<file path="src/cpu_sfr_params.svh">
// Offsets, field positions, reset values and widths of the core registers
`ifndef CPU_SFR_PARAMS_SVH
`define CPU_SFR_PARAMS_SVH

// ==========================================================
// Register indices (byte address is four times the index)
`define IDX_PC_LOW 5'h02
`define IDX_FLAGS 5'h03
`define IDX_PTRA_LO 5'h04
`define IDX_PTRA_HI 5'h05
`define IDX_PTRB_LO 5'h06
`define IDX_PTRB_HI 5'h07
`define IDX_BANK 5'h08
`define IDX_WACC 5'h09
`define IDX_PC_LATCH 5'h0A
`define IDX_EVT_STAT 5'h10
`define IDX_EVT_CLR 5'h11
`define IDX_EVT_EN 5'h12

// ==========================================================
// Flag positions inside the core flags register
`define FLAG_TO 4
`define FLAG_PD 3
`define FLAG_Z 2
`define FLAG_DC 1
`define FLAG_C 0

// ==========================================================
// Event bit positions
`define EVT_WDT 0
`define EVT_SLEEP 1
`define EVT_CALL 2
`define EVT_SUPPRESS 3
`define EVT_W 4

// ==========================================================
// Reset values
`define FLAGS_RST 5'h18
`define PC_LOW_RST 8'h00
`define PCU_RST 7'h00
`define PTR_RST 16'h0000
`define BANK_RST 6'h00
`define WACC_RST 8'h00
`define PC_LATCH_RST 7'h00

// ==========================================================
// Addressing constants
`define WIN_A_OFS 7'h00
`define WIN_B_OFS 7'h01
`define LINEAR_BASE 16'h2000
`define RESP_OKAY 2'h0
`define RESP_SLVERR 2'h2

`endif

</file>
<file path="src/cpu_sfr_pkg.sv">
// Types shared by the core special register block
package cpu_sfr_pkg;
	// ==========================================================
	// Arithmetic and logic operations reported by the core
	typedef enum logic [2:0] {
		ALU_NONE = 3'h0,
		ALU_ADD = 3'h1,
		ALU_SUB = 3'h2,
		ALU_AND = 3'h3,
		ALU_OR = 3'h4,
		ALU_XOR = 3'h5,
		ALU_ROTL = 3'h6,
		ALU_ROTR = 3'h7
	} aluOp_t;

	// Data memory address source
	typedef enum logic [1:0] {
		MEM_DIRECT = 2'h0,
		MEM_PTR_A = 2'h1,
		MEM_PTR_B = 2'h2
	} memMode_t;

	// Bus write sequence, Gray coded
	typedef enum logic [1:0] {
		W_IDLE = 2'h0,
		W_TAKE = 2'h1,
		W_COMMIT = 2'h3,
		W_RESP = 2'h2
	} wrState_t;
endpackage

</file>
<file path="src/flag_unit.sv">
// Arithmetic result and flag computation
`timescale 1ns/1ps
`include "cpu_sfr_params.svh"

module flag_unit
	import cpu_sfr_pkg::*;
(
	input wire aluOp_t op,
	input wire logic [7:0] a,
	input wire logic [7:0] b,
	input wire logic cin,
	output logic [7:0] res,
	output logic z,
	output logic dc,
	output logic c,
	output logic updZ,
	output logic updCarry
);
	// Second operand after complementing for subtraction
	logic [7:0] bOp;
	logic cIn;
	logic [8:0] sum;
	logic [4:0] nib;

	// ==========================================================
	// Adder shared by add and subtract
	always_comb begin
		// Subtract adds the two's complement: carries read as not-borrow
		bOp = (op == ALU_SUB) ? ~b : b;
		cIn = (op == ALU_SUB);
		sum = {1'b0, a} + {1'b0, bOp} + {8'h00, cIn};
		nib = {1'b0, a[3:0]} + {1'b0, bOp[3:0]} + {4'h0, cIn};
	end

	// ==========================================================
	// Result and flags per operation
	always_comb begin
		res = 8'h00;
		dc = 1'b0;
		c = cin;
		updCarry = 1'b0;
		updZ = 1'b1;
		unique case (op)
			ALU_ADD, ALU_SUB: begin
				res = sum[7:0];
				dc = nib[4];
				c = sum[8];
				updCarry = 1'b1;
			end
			ALU_AND: res = a & b;
			ALU_OR: res = a | b;
			ALU_XOR: res = a ^ b;
			ALU_ROTL: begin
				// Rotates touch only the carry
				res = {a[6:0], cin};
				c = a[7];
				updZ = 1'b0;
			end
			ALU_ROTR: begin
				res = {cin, a[7:1]};
				c = a[0];
				updZ = 1'b0;
			end
			ALU_NONE: updZ = 1'b0;
		endcase
		z = (res == 8'h00);
	end
endmodule

</file>
<file path="src/addr_resolver.sv">
// Data memory address formation, direct or through a pointer
`timescale 1ns/1ps
`include "cpu_sfr_params.svh"

module addr_resolver
	import cpu_sfr_pkg::*;
(
	input wire memMode_t mode,
	input wire logic [6:0] offset,
	input wire logic [5:0] bank,
	input wire logic [15:0] ptrA,
	input wire logic [15:0] ptrB,
	output logic [15:0] addr,
	output logic windowHit
);
	// ==========================================================
	// Source selection and window detection
	always_comb begin
		unique case (mode)
			MEM_PTR_A: addr = ptrA;
			MEM_PTR_B: addr = ptrB;
			default: addr = {3'h0, bank, offset};
		endcase
		// Banked space mirrors the window pair at the base of every bank
		windowHit = (mode != MEM_DIRECT) && (addr < `LINEAR_BASE) &&
			(addr[6:0] == `WIN_A_OFS || addr[6:0] == `WIN_B_OFS);
	end
endmodule

</file>
<file path="src/cpu_sfr_block.sv">
// Core special registers with an AXI4-Lite register port
`timescale 1ns/1ps
`include "cpu_sfr_params.svh"

module cpu_sfr_block
	import cpu_sfr_pkg::*;
(
	input wire logic mclk,
	input wire logic rst_b,
	input wire logic powerOnReset,
	input wire logic wdtResetCause,
	input wire logic aluValid,
	input wire aluOp_t aluOp,
	input wire logic [7:0] aluA,
	input wire logic [7:0] aluB,
	input wire logic watchdogClearOp,
	input wire logic sleepOp,
	input wire logic watchdogTimeout,
	input wire logic computedCallOp,
	input wire logic pcLoad,
	input wire logic [14:0] pcNext,
	input wire logic coreWrEn,
	input wire logic [4:0] coreWrIdx,
	input wire logic [7:0] coreWrData,
	input wire logic memReq,
	input wire memMode_t memMode,
	input wire logic [6:0] memOffset,
	input wire logic memWrite,
	input wire logic [7:0] awaddr,
	input wire logic awvalid,
	output logic awready,
	input wire logic [31:0] wdata,
	input wire logic [3:0] wstrb,
	input wire logic wvalid,
	output logic wready,
	output logic [1:0] bresp,
	output logic bvalid,
	input wire logic bready,
	input wire logic [7:0] araddr,
	input wire logic arvalid,
	output logic arready,
	output logic [31:0] rdata,
	output logic [1:0] rresp,
	output logic rvalid,
	input wire logic rready,
	output logic irq,
	output logic [7:0] pcLow,
	output logic [6:0] pcUpper,
	output logic [7:0] flags,
	output logic [7:0] wacc,
	output logic [7:0] aluResult,
	output logic [15:0] memAddr,
	output logic memValid,
	output logic memWrEn,
	output logic memRdZero
);
	// ==========================================================
	// Storage
	logic [7:0] pcLow_q; // Program counter low byte
	logic [6:0] pcUpper_q; // Program counter upper bits
	logic [4:0] flags_q; // Timeout, power-down, Z, DC, C
	logic [15:0] ptrA_q;
	logic [15:0] ptrB_q;
	logic [5:0] bank_q;
	logic [7:0] wacc_q;
	logic [6:0] pcLatch_q; // Upper PC holding latch
	logic [3:0] evtStat_q; // Sticky event bits
	logic [3:0] evtEn_q;
	logic irq_q;
	logic [7:0] aluResult_q;
	logic [15:0] memAddr_q;
	logic memValid_q, memWrEn_q, memRdZero_q;
	// Bus state
	wrState_t wrState_q;
	logic [7:0] wAddr_q;
	logic [7:0] wData_q;
	logic wStrb_q;
	logic awready_q, wready_q, bvalid_q, arready_q, rvalid_q;
	logic [1:0] bresp_q, rresp_q;
	logic [31:0] rdata_q;

	// Unified register write port
	logic wrEn;
	logic [4:0] wrIdx;
	logic [7:0] wrData;
	logic busCommit;
	// Sub-block results
	logic [7:0] fuRes;
	logic fuZ, fuDc, fuC, fuUpdZ, fuUpdC;
	logic [15:0] resAddr;
	logic resHit;
	logic [3:0] evtSet, evtClr;

	// ==========================================================
	// Shared decode helpers
	function automatic logic isMapped(input logic [7:0] a);
		logic [4:0] i;
		i = a[6:2];
		isMapped = !a[7] && ((i >= `IDX_PC_LOW && i <= `IDX_PC_LATCH) ||
			(i >= `IDX_EVT_STAT && i <= `IDX_EVT_EN));
	endfunction

	function automatic logic [7:0] readReg(input logic [4:0] i);
		unique case (i)
			`IDX_PC_LOW: readReg = pcLow_q;
			`IDX_FLAGS: readReg = {3'h0, flags_q};
			`IDX_PTRA_LO: readReg = ptrA_q[7:0];
			`IDX_PTRA_HI: readReg = ptrA_q[15:8];
			`IDX_PTRB_LO: readReg = ptrB_q[7:0];
			`IDX_PTRB_HI: readReg = ptrB_q[15:8];
			`IDX_BANK: readReg = {2'h0, bank_q};
			`IDX_WACC: readReg = wacc_q;
			`IDX_PC_LATCH: readReg = {1'b0, pcLatch_q};
			`IDX_EVT_STAT: readReg = {4'h0, evtStat_q};
			`IDX_EVT_EN: readReg = {4'h0, evtEn_q};
			default: readReg = 8'h00; // Clear register reads zero
		endcase
	endfunction

	// ==========================================================
	// Sub-blocks
	flag_unit uFlag (
		.op(aluOp),
		.a(aluA),
		.b(aluB),
		.cin(flags_q[`FLAG_C]),
		.res(fuRes),
		.z(fuZ),
		.dc(fuDc),
		.c(fuC),
		.updZ(fuUpdZ),
		.updCarry(fuUpdC)
	);

	addr_resolver uAddr (
		.mode(memMode),
		.offset(memOffset),
		.bank(bank_q),
		.ptrA(ptrA_q),
		.ptrB(ptrB_q),
		.addr(resAddr),
		.windowHit(resHit)
	);

	// ==========================================================
	// Write port: the core wins, a pending bus write waits while coreWrEn is high
	assign busCommit = (wrState_q == W_COMMIT) && !coreWrEn;
	always_comb begin
		wrEn = coreWrEn || (busCommit && wStrb_q && isMapped(wAddr_q));
		wrIdx = coreWrEn ? coreWrIdx : wAddr_q[6:2];
		wrData = coreWrEn ? coreWrData : wData_q;
	end

	// ==========================================================
	// Program counter
	always_ff @(posedge mclk) begin
		if (!rst_b) begin
			pcLow_q <= `PC_LOW_RST;
			pcUpper_q <= `PCU_RST;
		end else if (computedCallOp) begin
			pcLow_q <= wacc_q;
			pcUpper_q <= pcLatch_q;
		end else if (pcLoad) begin
			pcLow_q <= pcNext[7:0];
			pcUpper_q <= pcNext[14:8];
		end else if (wrEn && wrIdx == `IDX_PC_LOW) begin
			// A low byte write is a jump: upper bits come from the latch
			pcLow_q <= wrData;
			pcUpper_q <= pcLatch_q;
		end
	end

	// ==========================================================
	// Status flags in one process so the register has a single driver
	always_ff @(posedge mclk) begin
		if (!rst_b) begin
			// Warm resets leave the arithmetic bits untouched
			if (powerOnReset) begin
				flags_q <= `FLAGS_RST;
			end else if (wdtResetCause) begin
				flags_q[`FLAG_TO] <= 1'b0;
			end
		end else begin
			// Expiry beats sleep, which beats a clear op
			if (watchdogTimeout) begin
				flags_q[`FLAG_TO] <= 1'b0;
			end else if (sleepOp) begin
				flags_q[`FLAG_TO] <= 1'b1;
				flags_q[`FLAG_PD] <= 1'b0;
			end else if (watchdogClearOp) begin
				flags_q[`FLAG_TO] <= 1'b1;
				flags_q[`FLAG_PD] <= 1'b1;
			end
			// Software reaches only the arithmetic bits
			if (wrEn && wrIdx == `IDX_FLAGS)
				flags_q[2:0] <= wrData[2:0];
			// An instruction result overrides a same-cycle write
			if (aluValid && fuUpdZ)
				flags_q[`FLAG_Z] <= fuZ;
			if (aluValid && fuUpdC) begin
				flags_q[`FLAG_DC] <= fuDc;
				flags_q[`FLAG_C] <= fuC;
			end else if (aluValid && aluOp inside {ALU_ROTL, ALU_ROTR}) begin
				flags_q[`FLAG_C] <= fuC;
			end
		end
	end

	// Result handed back to the core
	always_ff @(posedge mclk) begin
		if (!rst_b)
			aluResult_q <= 8'h00;
		else if (aluValid)
			aluResult_q <= fuRes;
	end

	// ==========================================================
	// Indirect pointers, byte-wise
	always_ff @(posedge mclk) begin
		if (!rst_b) begin
			ptrA_q <= `PTR_RST;
			ptrB_q <= `PTR_RST;
		end else if (wrEn) begin
			unique case (wrIdx)
				`IDX_PTRA_LO: ptrA_q[7:0] <= wrData;
				`IDX_PTRA_HI: ptrA_q[15:8] <= wrData;
				`IDX_PTRB_LO: ptrB_q[7:0] <= wrData;
				`IDX_PTRB_HI: ptrB_q[15:8] <= wrData;
				default: ;
			endcase
		end
	end

	// ==========================================================
	// Bank, accumulator and upper latch; unused bits are dropped
	always_ff @(posedge mclk) begin
		if (!rst_b) begin
			bank_q <= `BANK_RST;
			wacc_q <= `WACC_RST;
			pcLatch_q <= `PC_LATCH_RST;
		end else if (wrEn) begin
			if (wrIdx == `IDX_BANK)
				bank_q <= wrData[5:0];
			if (wrIdx == `IDX_WACC)
				wacc_q <= wrData;
			if (wrIdx == `IDX_PC_LATCH)
				pcLatch_q <= wrData[6:0];
		end
	end

	// ==========================================================
	// Data memory request; window self-reference is neutralised
	always_ff @(posedge mclk) begin
		if (!rst_b) begin
			memAddr_q <= 16'h0000;
			memValid_q <= 1'b0;
			memWrEn_q <= 1'b0;
			memRdZero_q <= 1'b0;
		end else begin
			memValid_q <= memReq;
			memWrEn_q <= memReq && memWrite && !resHit;
			memRdZero_q <= memReq && !memWrite && resHit;
			if (memReq)
				memAddr_q <= resAddr;
		end
	end

	// ==========================================================
	// Events: set wins over a same-cycle clear
	assign evtSet = {memReq && resHit, computedCallOp, sleepOp,
		watchdogTimeout};
	assign evtClr = (wrEn && wrIdx == `IDX_EVT_CLR) ? wrData[3:0] : 4'h0;
	always_ff @(posedge mclk) begin
		if (!rst_b) begin
			evtStat_q <= 4'h0;
			evtEn_q <= 4'h0;
			irq_q <= 1'b0;
		end else begin
			evtStat_q <= (evtStat_q & ~evtClr) | evtSet;
			if (wrEn && wrIdx == `IDX_EVT_EN)
				evtEn_q <= wrData[3:0];
			// One cycle behind the status bits
			irq_q <= |(evtStat_q & evtEn_q);
		end
	end

	// ==========================================================
	// AXI4-Lite write channel
	always_ff @(posedge mclk) begin
		if (!rst_b) begin
			wrState_q <= W_IDLE;
			awready_q <= 1'b0;
			wready_q <= 1'b0;
			bvalid_q <= 1'b0;
			bresp_q <= `RESP_OKAY;
			wAddr_q <= 8'h00;
			wData_q <= 8'h00;
			wStrb_q <= 1'b0;
		end else begin
			unique case (wrState_q)
				W_IDLE: if (awvalid && wvalid) begin
					awready_q <= 1'b1;
					wready_q <= 1'b1;
					wrState_q <= W_TAKE;
				end
				W_TAKE: begin
					// Both channels hand over at this edge
					awready_q <= 1'b0;
					wready_q <= 1'b0;
					wAddr_q <= awaddr;
					wData_q <= wdata[7:0];
					wStrb_q <= wstrb[0];
					wrState_q <= W_COMMIT;
				end
				W_COMMIT: if (busCommit) begin
					bvalid_q <= 1'b1;
					bresp_q <= isMapped(wAddr_q) ? `RESP_OKAY : `RESP_SLVERR;
					wrState_q <= W_RESP;
				end
				W_RESP: if (bready) begin
					bvalid_q <= 1'b0;
					wrState_q <= W_IDLE;
				end
			endcase
		end
	end

	// ==========================================================
	// AXI4-Lite read channel
	always_ff @(posedge mclk) begin
		if (!rst_b) begin
			arready_q <= 1'b0;
			rvalid_q <= 1'b0;
			rdata_q <= 32'h00000000;
			rresp_q <= `RESP_OKAY;
		end else if (arvalid && arready_q) begin
			arready_q <= 1'b0;
			rvalid_q <= 1'b1;
			rdata_q <= {24'h000000, isMapped(araddr) ?
				readReg(araddr[6:2]) : 8'h00};
			rresp_q <= isMapped(araddr) ? `RESP_OKAY : `RESP_SLVERR;
		end else if (rvalid_q) begin
			if (rready)
				rvalid_q <= 1'b0;
		end else if (arvalid) begin
			arready_q <= 1'b1;
		end
	end

	// ==========================================================
	// Outputs straight from flip-flops
	assign awready = awready_q;
	assign wready = wready_q;
	assign bvalid = bvalid_q;
	assign bresp = bresp_q;
	assign arready = arready_q;
	assign rvalid = rvalid_q;
	assign rdata = rdata_q;
	assign rresp = rresp_q;
	assign irq = irq_q;
	assign pcLow = pcLow_q;
	assign pcUpper = pcUpper_q;
	assign flags = {3'h0, flags_q};
	assign wacc = wacc_q;
	assign aluResult = aluResult_q;
	assign memAddr = memAddr_q;
	assign memValid = memValid_q;
	assign memWrEn = memWrEn_q;
	assign memRdZero = memRdZero_q;

	logic [8:0] chkSum;
	assign chkSum = {1'b0, aluA} + {1'b0, aluB};
	logic noPcCtl;
	assign noPcCtl = !computedCallOp && !pcLoad;
endmodule

</file>
<file path="config.mk">
export PLATFORM = sky130hd
export DESIGN_NAME = cpu_sfr_block
export DESIGN_NICKNAME = d
export VERILOG_FILES = /design/src/cpu_sfr_pkg.sv /design/src/flag_unit.sv /design/src/addr_resolver.sv /design/src/cpu_sfr_block.sv
export VERILOG_INCLUDE_DIRS = /design/src
export SDC_FILE = /design/constraint.sdc
export NUM_CORES = 1
export LEC_CHECK = 0
export BUFFER_PORTS_ARGS = -buffer_cell sky130_fd_sc_hd__buf_2
export CAP_MARGIN = 40
export CORE_ASPECT_RATIO = 1.4
export CORE_MARGIN = 5
export CORE_UTILIZATION = 30
export DETAILED_ROUTE_END_ITERATION = 8
export GPL_TIMING_DRIVEN = 0
export PLACE_DENSITY_LB_ADDON = 0.12
export SLEW_MARGIN = 20
export SYNTH_ARGS = -nofsm -noshare
export SYNTH_HDL_FRONTEND = slang
export SYNTH_SLANG_ARGS = --single-unit
</file>
<file path="constraint.sdc">
create_clock -name mclk -period 3.1 [get_ports mclk]
set_input_delay 0.31 -clock mclk [delete_from_list [all_inputs] [get_ports mclk]]
set_output_delay 0.31 -clock mclk [all_outputs]
set_load 0.02 [all_outputs]
</file>
# Yosys cells after proc, flatten, opt, wreduce, memory -nomap -nowiden
# Cells that the tools add are included.
# Widths: inputs -> output; s select.
[classes]
n_mux = 45
reduce_logical = 66
n_shift = 0
n_eq_ne = 44
n_bitwise = 10
order_cmp = 9
addsub = 4
mul = 0
div = 0
[ops]
columns = ["cell", "n"]
rows = [
  ["$pmux 8 s11", 1],
  ["$mux 8", 6],
  ["$pmux 8 s6", 1],
  ["$eq 5x3->1 const B", 8],
  ["$pmux 16 s2", 1],
  ["$eq 5x4->1 const B", 6],
  ["$reduce_and 2->1", 14],
  ["$logic_and 1x1->1", 25],
  ["$mux 7", 3],
  ["$eq 5x2->1 const B", 4],
  ["$eq 5x5->1 const B", 4],
  ["$mux 1", 17],
  ["$lt 16x14->1 const B", 1],
  ["$mux 2", 7],
  ["$eq 3x3->1 const B", 4],
  ["$ge 5x2->1 const B", 2],
  ["$ge 5x5->1 const B", 2],
  ["$le 5x4->1 const B", 2],
  ["$le 5x5->1 const B", 2],
  ["$mux 5", 2],
  ["$reduce_bool 2->1", 5],
  ["$add 8x8->9", 1],
  ["$add 9x1->9", 1],
  ["$ne 3x1->1 const B", 3],
  ["other kinds (33)", 56],
]
[word_totals]
elab_cells = 211
input_bits = 126
register_bits = 144
mem_bits_rw = 0
mem_bits_ro = 0
latch_bits = 0
n_memories = 0

# Logic depth before layout (Yosys ltp)
[logic_depth]
word_depth = 11
depth_mapped = 12
mapped_depth_nobuf = 10

# Modules after synthesis
# A second synthesis with hierarchy kept.
[unflattened]
cells_unflattened = 967
hier_area_um2 = 8265.4
[modules_own_cells]
columns = ["module", "seq_area_each_um2", "area_each_um2", "instances", "cells_per_inst"]
rows = [
  ["cpu_sfr_block", 2852.7, 6653.9, 1, 741],
  ["flag_unit", 0.0, 1209.9, 1, 163],
  ["addr_resolver", 0.0, 401.6, 1, 63],
]

# Least setup slack after synthesis
# OpenSTA, ideal clock, no wires.
[synth_path]
path_type = "input-to-reg"
from = "in aluOp[2]"
to = "reg flags_q[2] (data pin)"
t_arrival_ns = 2.522
stages = 11
path_buffers = 2
setup_slack_ns = 0.409
cell_sequence = "buf_2 -> nor3b_1 -> buf_2 -> xnor2_1 -> ha_1 -> and3b_1 -> a211o_1 -> xor2_1 -> a221oi_1 -> nand4_1 -> o31ai_1"
[synth_between]
elab_chain_len = 8
word_cells_on_any_way = 19
[synth_lines]
columns = ["item", "line_no", "rtl"]
rows = [
  ["start: declaration", "cpu_sfr_block.sv:13", "input wire aluOp_t aluOp,"],
  ["$eq 3x2->1", "flag_unit.sv:29, flag_unit.sv:30, flag_unit.sv:43", ""],
  ["$mux 8", "flag_unit.sv:29", "bOp = (op == ALU_SUB) ? ~b : b;"],
  ["$add 8x8->9", "flag_unit.sv:31", "sum = {1'b0, a} + {1'b0, bOp} + {8'h00, cIn};"],
  ["$add 9x1->9", "flag_unit.sv:31", ""],
  ["$pmux 8 s6", "flag_unit.sv:43", "unique case (op)"],
  ["$logic_not 8->1", "flag_unit.sv:66", "z = (res == 8'h00);"],
  ["$mux 1 *", "cpu_sfr_block.sv:198", "if (aluValid && fuUpdZ)"],
  ["$mux 5 *", "cpu_sfr_block.sv:176", "if (!rst_b) begin"],
  ["end signal: assignment", "cpu_sfr_block.sv:179", "flags_q <= `FLAGS_RST;"],
  ["end signal: indexed assignment", "cpu_sfr_block.sv:199", "flags_q[`FLAG_Z] <= fuZ;"],
  ["end signal: indexed assignment", "cpu_sfr_block.sv:201", "flags_q[`FLAG_DC] <= fuDc;"],
  ["end: declaration", "cpu_sfr_block.sv:61", "logic [4:0] flags_q;"],
]
# Mark *: on every way between the ends. The rest lies on a longest branch, timed or not.
# A chain may end at the register's enable or synchronous reset.

# Worst setup path in the final report
# Ends and elaborated chain as after synthesis.

==> flow_summary_export.csv <==
group,metric,value,unit
clock_network,path_clk_slew,60,ps
logic_synthesis,synth_flop_cell,"dfxtp_1",
sta,finalMaxSlewViolations,0,
layout,final_net_count,1293,
setup_path,worst-path-max-fanout,10,
floorplan,num_io_pins,226,
detailed_routing,firstDrtPassIters,5,
detailed_routing,vias_per_cell,5.09,
clock_network,cts_max_path_buffers,2,
layout,layout_common_cells,"175 x buf_2, 135 x dfxtp_1, 103 x nor2_1, 92 x nand2_1, 67 x mux2i_1",
grt,grt_use_met1,20.1,%
floorplan,rows,70,
min_path,hold_end,"memWrEn",
sta,hold_violations,0,
place,place.gp.congestion,0.905,
logic_synthesis,async_reset_ff_share,0,%
layout,drive_above_1_share,26.1,%
detailed_routing,initialDrtViolationCount,522,
logic_synthesis,synthesis.instances,927,
logic_synthesis,avgSynthCellArea,8.58,um^2
setup_path,cp-start-kind,"input port",
power_and_ir_drop,powerDensity,482,nW/um^2
grt,grt_max_degree,17,
detailed_routing,via_count,7515,
min_path,min-delay-start,"memWrite",
clock_network,clk-insertion-delay-late,430,ps
logic_synthesis,ys_warn_count,0,
logic_synthesis,ys_ff_latch,140,
grt,grt_pass1_vias,7442,
sta,clock.fmax,0.363,GHz
layout,layout_commonest_cell,"buf_2",
layout,num-fill-cells,2763,
logic_synthesis,synth-edff-count,5,
setup_path,r2r_slack,720,ps
setup_path,rr_startpoint,"wrState_q[1]",
grt,use_met3,4.31,%
grt,grt.total_usage,19.4,%
clock_network,postCtsSetupRepairBufs,0,
detailed_routing,ant_nets,0,
detailed_routing,wirelength,29800,um
layout,instances_no_fill,1477,
detailed_routing,drc_errors,0,
run_status,status,"complete, no violations",
power_and_ir_drop,total_leakage_power,4.23,nW
sta,period_minus_slack,2760,ps
clock_network,cts_max_level,4,
sta,setup_violations,0,
setup_path,worstReg2RegEnd,"pcUpper[1]",
clock_network,cts_sinks,140,
flow_run,cap_violations,0,
floorplan,start_util,30.5,%
floorplan,die_w,148,um
floorplan,core_area,26100,um^2
setup_path,r2r.worst_path.cells,6,
sta,period_share,89.0,%
place,hpwl,24100,um
logic_synthesis,syn-cell-area,7950,um^2
grt,grt_pass1_wl,44200,um
place,place_inst,1444,
clock_network,cts_buffers,17,
layout,syn_to_final_growth,24.2,%
sta,maxSlewHeadroom,47.0,%
layout,regArea,2850,um^2
min_path,hold_class,"input port to flip-flop",
power_and_ir_drop,ir_drop,221,uV
grt,grt_use_met2,36.9,%
grt,gr-total-overflow,0,
setup_path,critPathKind,"input port to flip-flop",
grt,grt_antenna_before_repair,5,
min_path,hold_depth,3,
sta,rsz0062_at_grt,"no",
setup_path,critPathCaptureType,"flip-flop",
clock_network,cts.hold.buffers_added,0,
floorplan,die-area,29900,um^2
setup_path,cp.required,3270,ps
place,port_buffers,161,
grt,gr-max-usage-layer,"met2",
clock_network,ctsResizeCount,0,
sta,holdWs,113,ps
clock_network,cts_root_buf,"clkbuf_16",
clock_network,cts_tree,"built",
setup_path,cp.arrival,2920,ps
layout,multi_input_area,4570,um^2
logic_synthesis,yosysSeqAreaShare,35.9,%
logic_synthesis,synth_cell_types,77,
sta,tightest_slew,788,ps
sta,fin_skew,8.47,ps
floorplan,fp.dieH,203,um
layout,n_antenna_cell,0,
detailed_routing,avgRoutedWirePerCell,20.2,um
-- layout make-up --
cell class              count  share of cell area (%)
clock buffers              21                    4.78
plain buffers              84                    5.11
flip-flops and latches    140                    28.9
clock inverters            11                   0.938
well taps                 324                    4.11
inverters                  37                    1.41
repair buffers            166                    8.53
multi-input cells         694                    46.2
-- routing by layer --
layer  vias to the layer above  routed length (um)
met4                        10                1220
li1                       3686                   -
met2                       240               16000
met1                      3519               11000
met5                         -                  49
met3                        60                1550
-- sequential cells by signal, summed over array words and instances, names as in the netlist, 7 cells and up --
signal,cells
rdata,8
pcLatch_q,7
wacc,8
ptrB_q,16
ptrA_q,16
aluResult,8
wData_q,8
pcLow,8
pcUpper,7
memAddr,16
-- cell families after synthesis --
group                      Yosys count  share of synthesized area [%]
AOI/OAI and AO/OA                  237                           20.5
xor gates and xnor gates            13                           1.43
adders and majority gates           27                           4.34
buffers and inverters              121                           8.09
DFF                                140                           35.9
muxes                               86                           11.3
other                                1                         0.0472
and+or+nand+nor                    302                           18.4
-- worst max-delay path by stage --
stage,from,end,slack (ps),depth (start not counted)
3_5_place_dp,aluOp[2],flags_q[2],-150,11
4_1_cts,aluOp[2],flags_q[2],310,11
3_3_place_gp,aluOp[2],flags_q[2],-200,11
6_report,aluOp[2],flags_q[2],340,11
2_1_floorplan,aluOp[2],flags_q[2],410,11
5_1_grt,aluOp[2],flags_q[2],80,11
-- Yosys cell counts (4+ instances only) --
master	n	area share, %
o21ai_1	16	1.0
ha_1	26	4.1
nand3_1	29	1.8
a22o_1	4	0.44
nand4_1	4	0.31
o21ai_2	9	0.99
nor2b_1	9	0.71
buf_4	34	3.2
nor2_1	103	4.9
xnor2_1	9	0.99
a211o_1	4	0.44
buf_6	4	0.57
nor3_1	10	0.63
a22oi_1	41	3.9
a221oi_1	5	0.55
a21oi_1	57	3.6
buf_2	12	0.76
a211oi_1	24	2.3
edfxtp_1	5	1.9
a21o_1	10	0.94
o211ai_1	5	0.47
nand2b_1	9	0.71
or3_1	5	0.39
dfxtp_1	135	34
mux2_2	17	2.4
and2_1	5	0.39
mux2i_1	67	8.4
nand2_1	92	4.3
nand3b_1	4	0.38
o21ai_0	20	1.3
a31oi_1	11	0.87
clkbuf_1	30	1.4
inv_1	37	1.7
xor2_1	4	0.44
-- worst max-delay path, cell delays in order --
cell and delay [ps]:
buf_2 150, nor3b_1 180, buf_2 300, xnor2_1 160, fa_1 450, a211oi_1 430
o21bai_1 140, a21oi_1 230, xor2_1 90, o21ai_0 340, o31ai_1 130
-- power breakdown --
part	leakage [nW]	switching [mW]	internal, mW	total [mW]
clock	0.266	0.812	1.16	1.98
combinational	2.82	0.530	0.316	0.846
sequential	1.15	0.0560	1.88	1.93
-- per-stage QoR --
stage | cell area, um^2 | power [mW] | setup TNS (ps) | utilization [%] | setup WS [ps]
2_1_floorplan | 8060 | 2.51 | 0 | - | 409
3_3_place_gp | 9270 | 2.81 | -237 | 35.5 | -204
6_report | 9870 | 4.75 | 0 | 37.8 | 342
5_1_grt | 9870 | 4.94 | 0 | 37.8 | 75.2
3_5_place_dp | 9300 | 2.82 | -146 | 35.6 | -146
4_1_cts | 9870 | 4.79 | 0 | 37.8 | 311
Note: power is estimated with default switching activity, not from simulation.
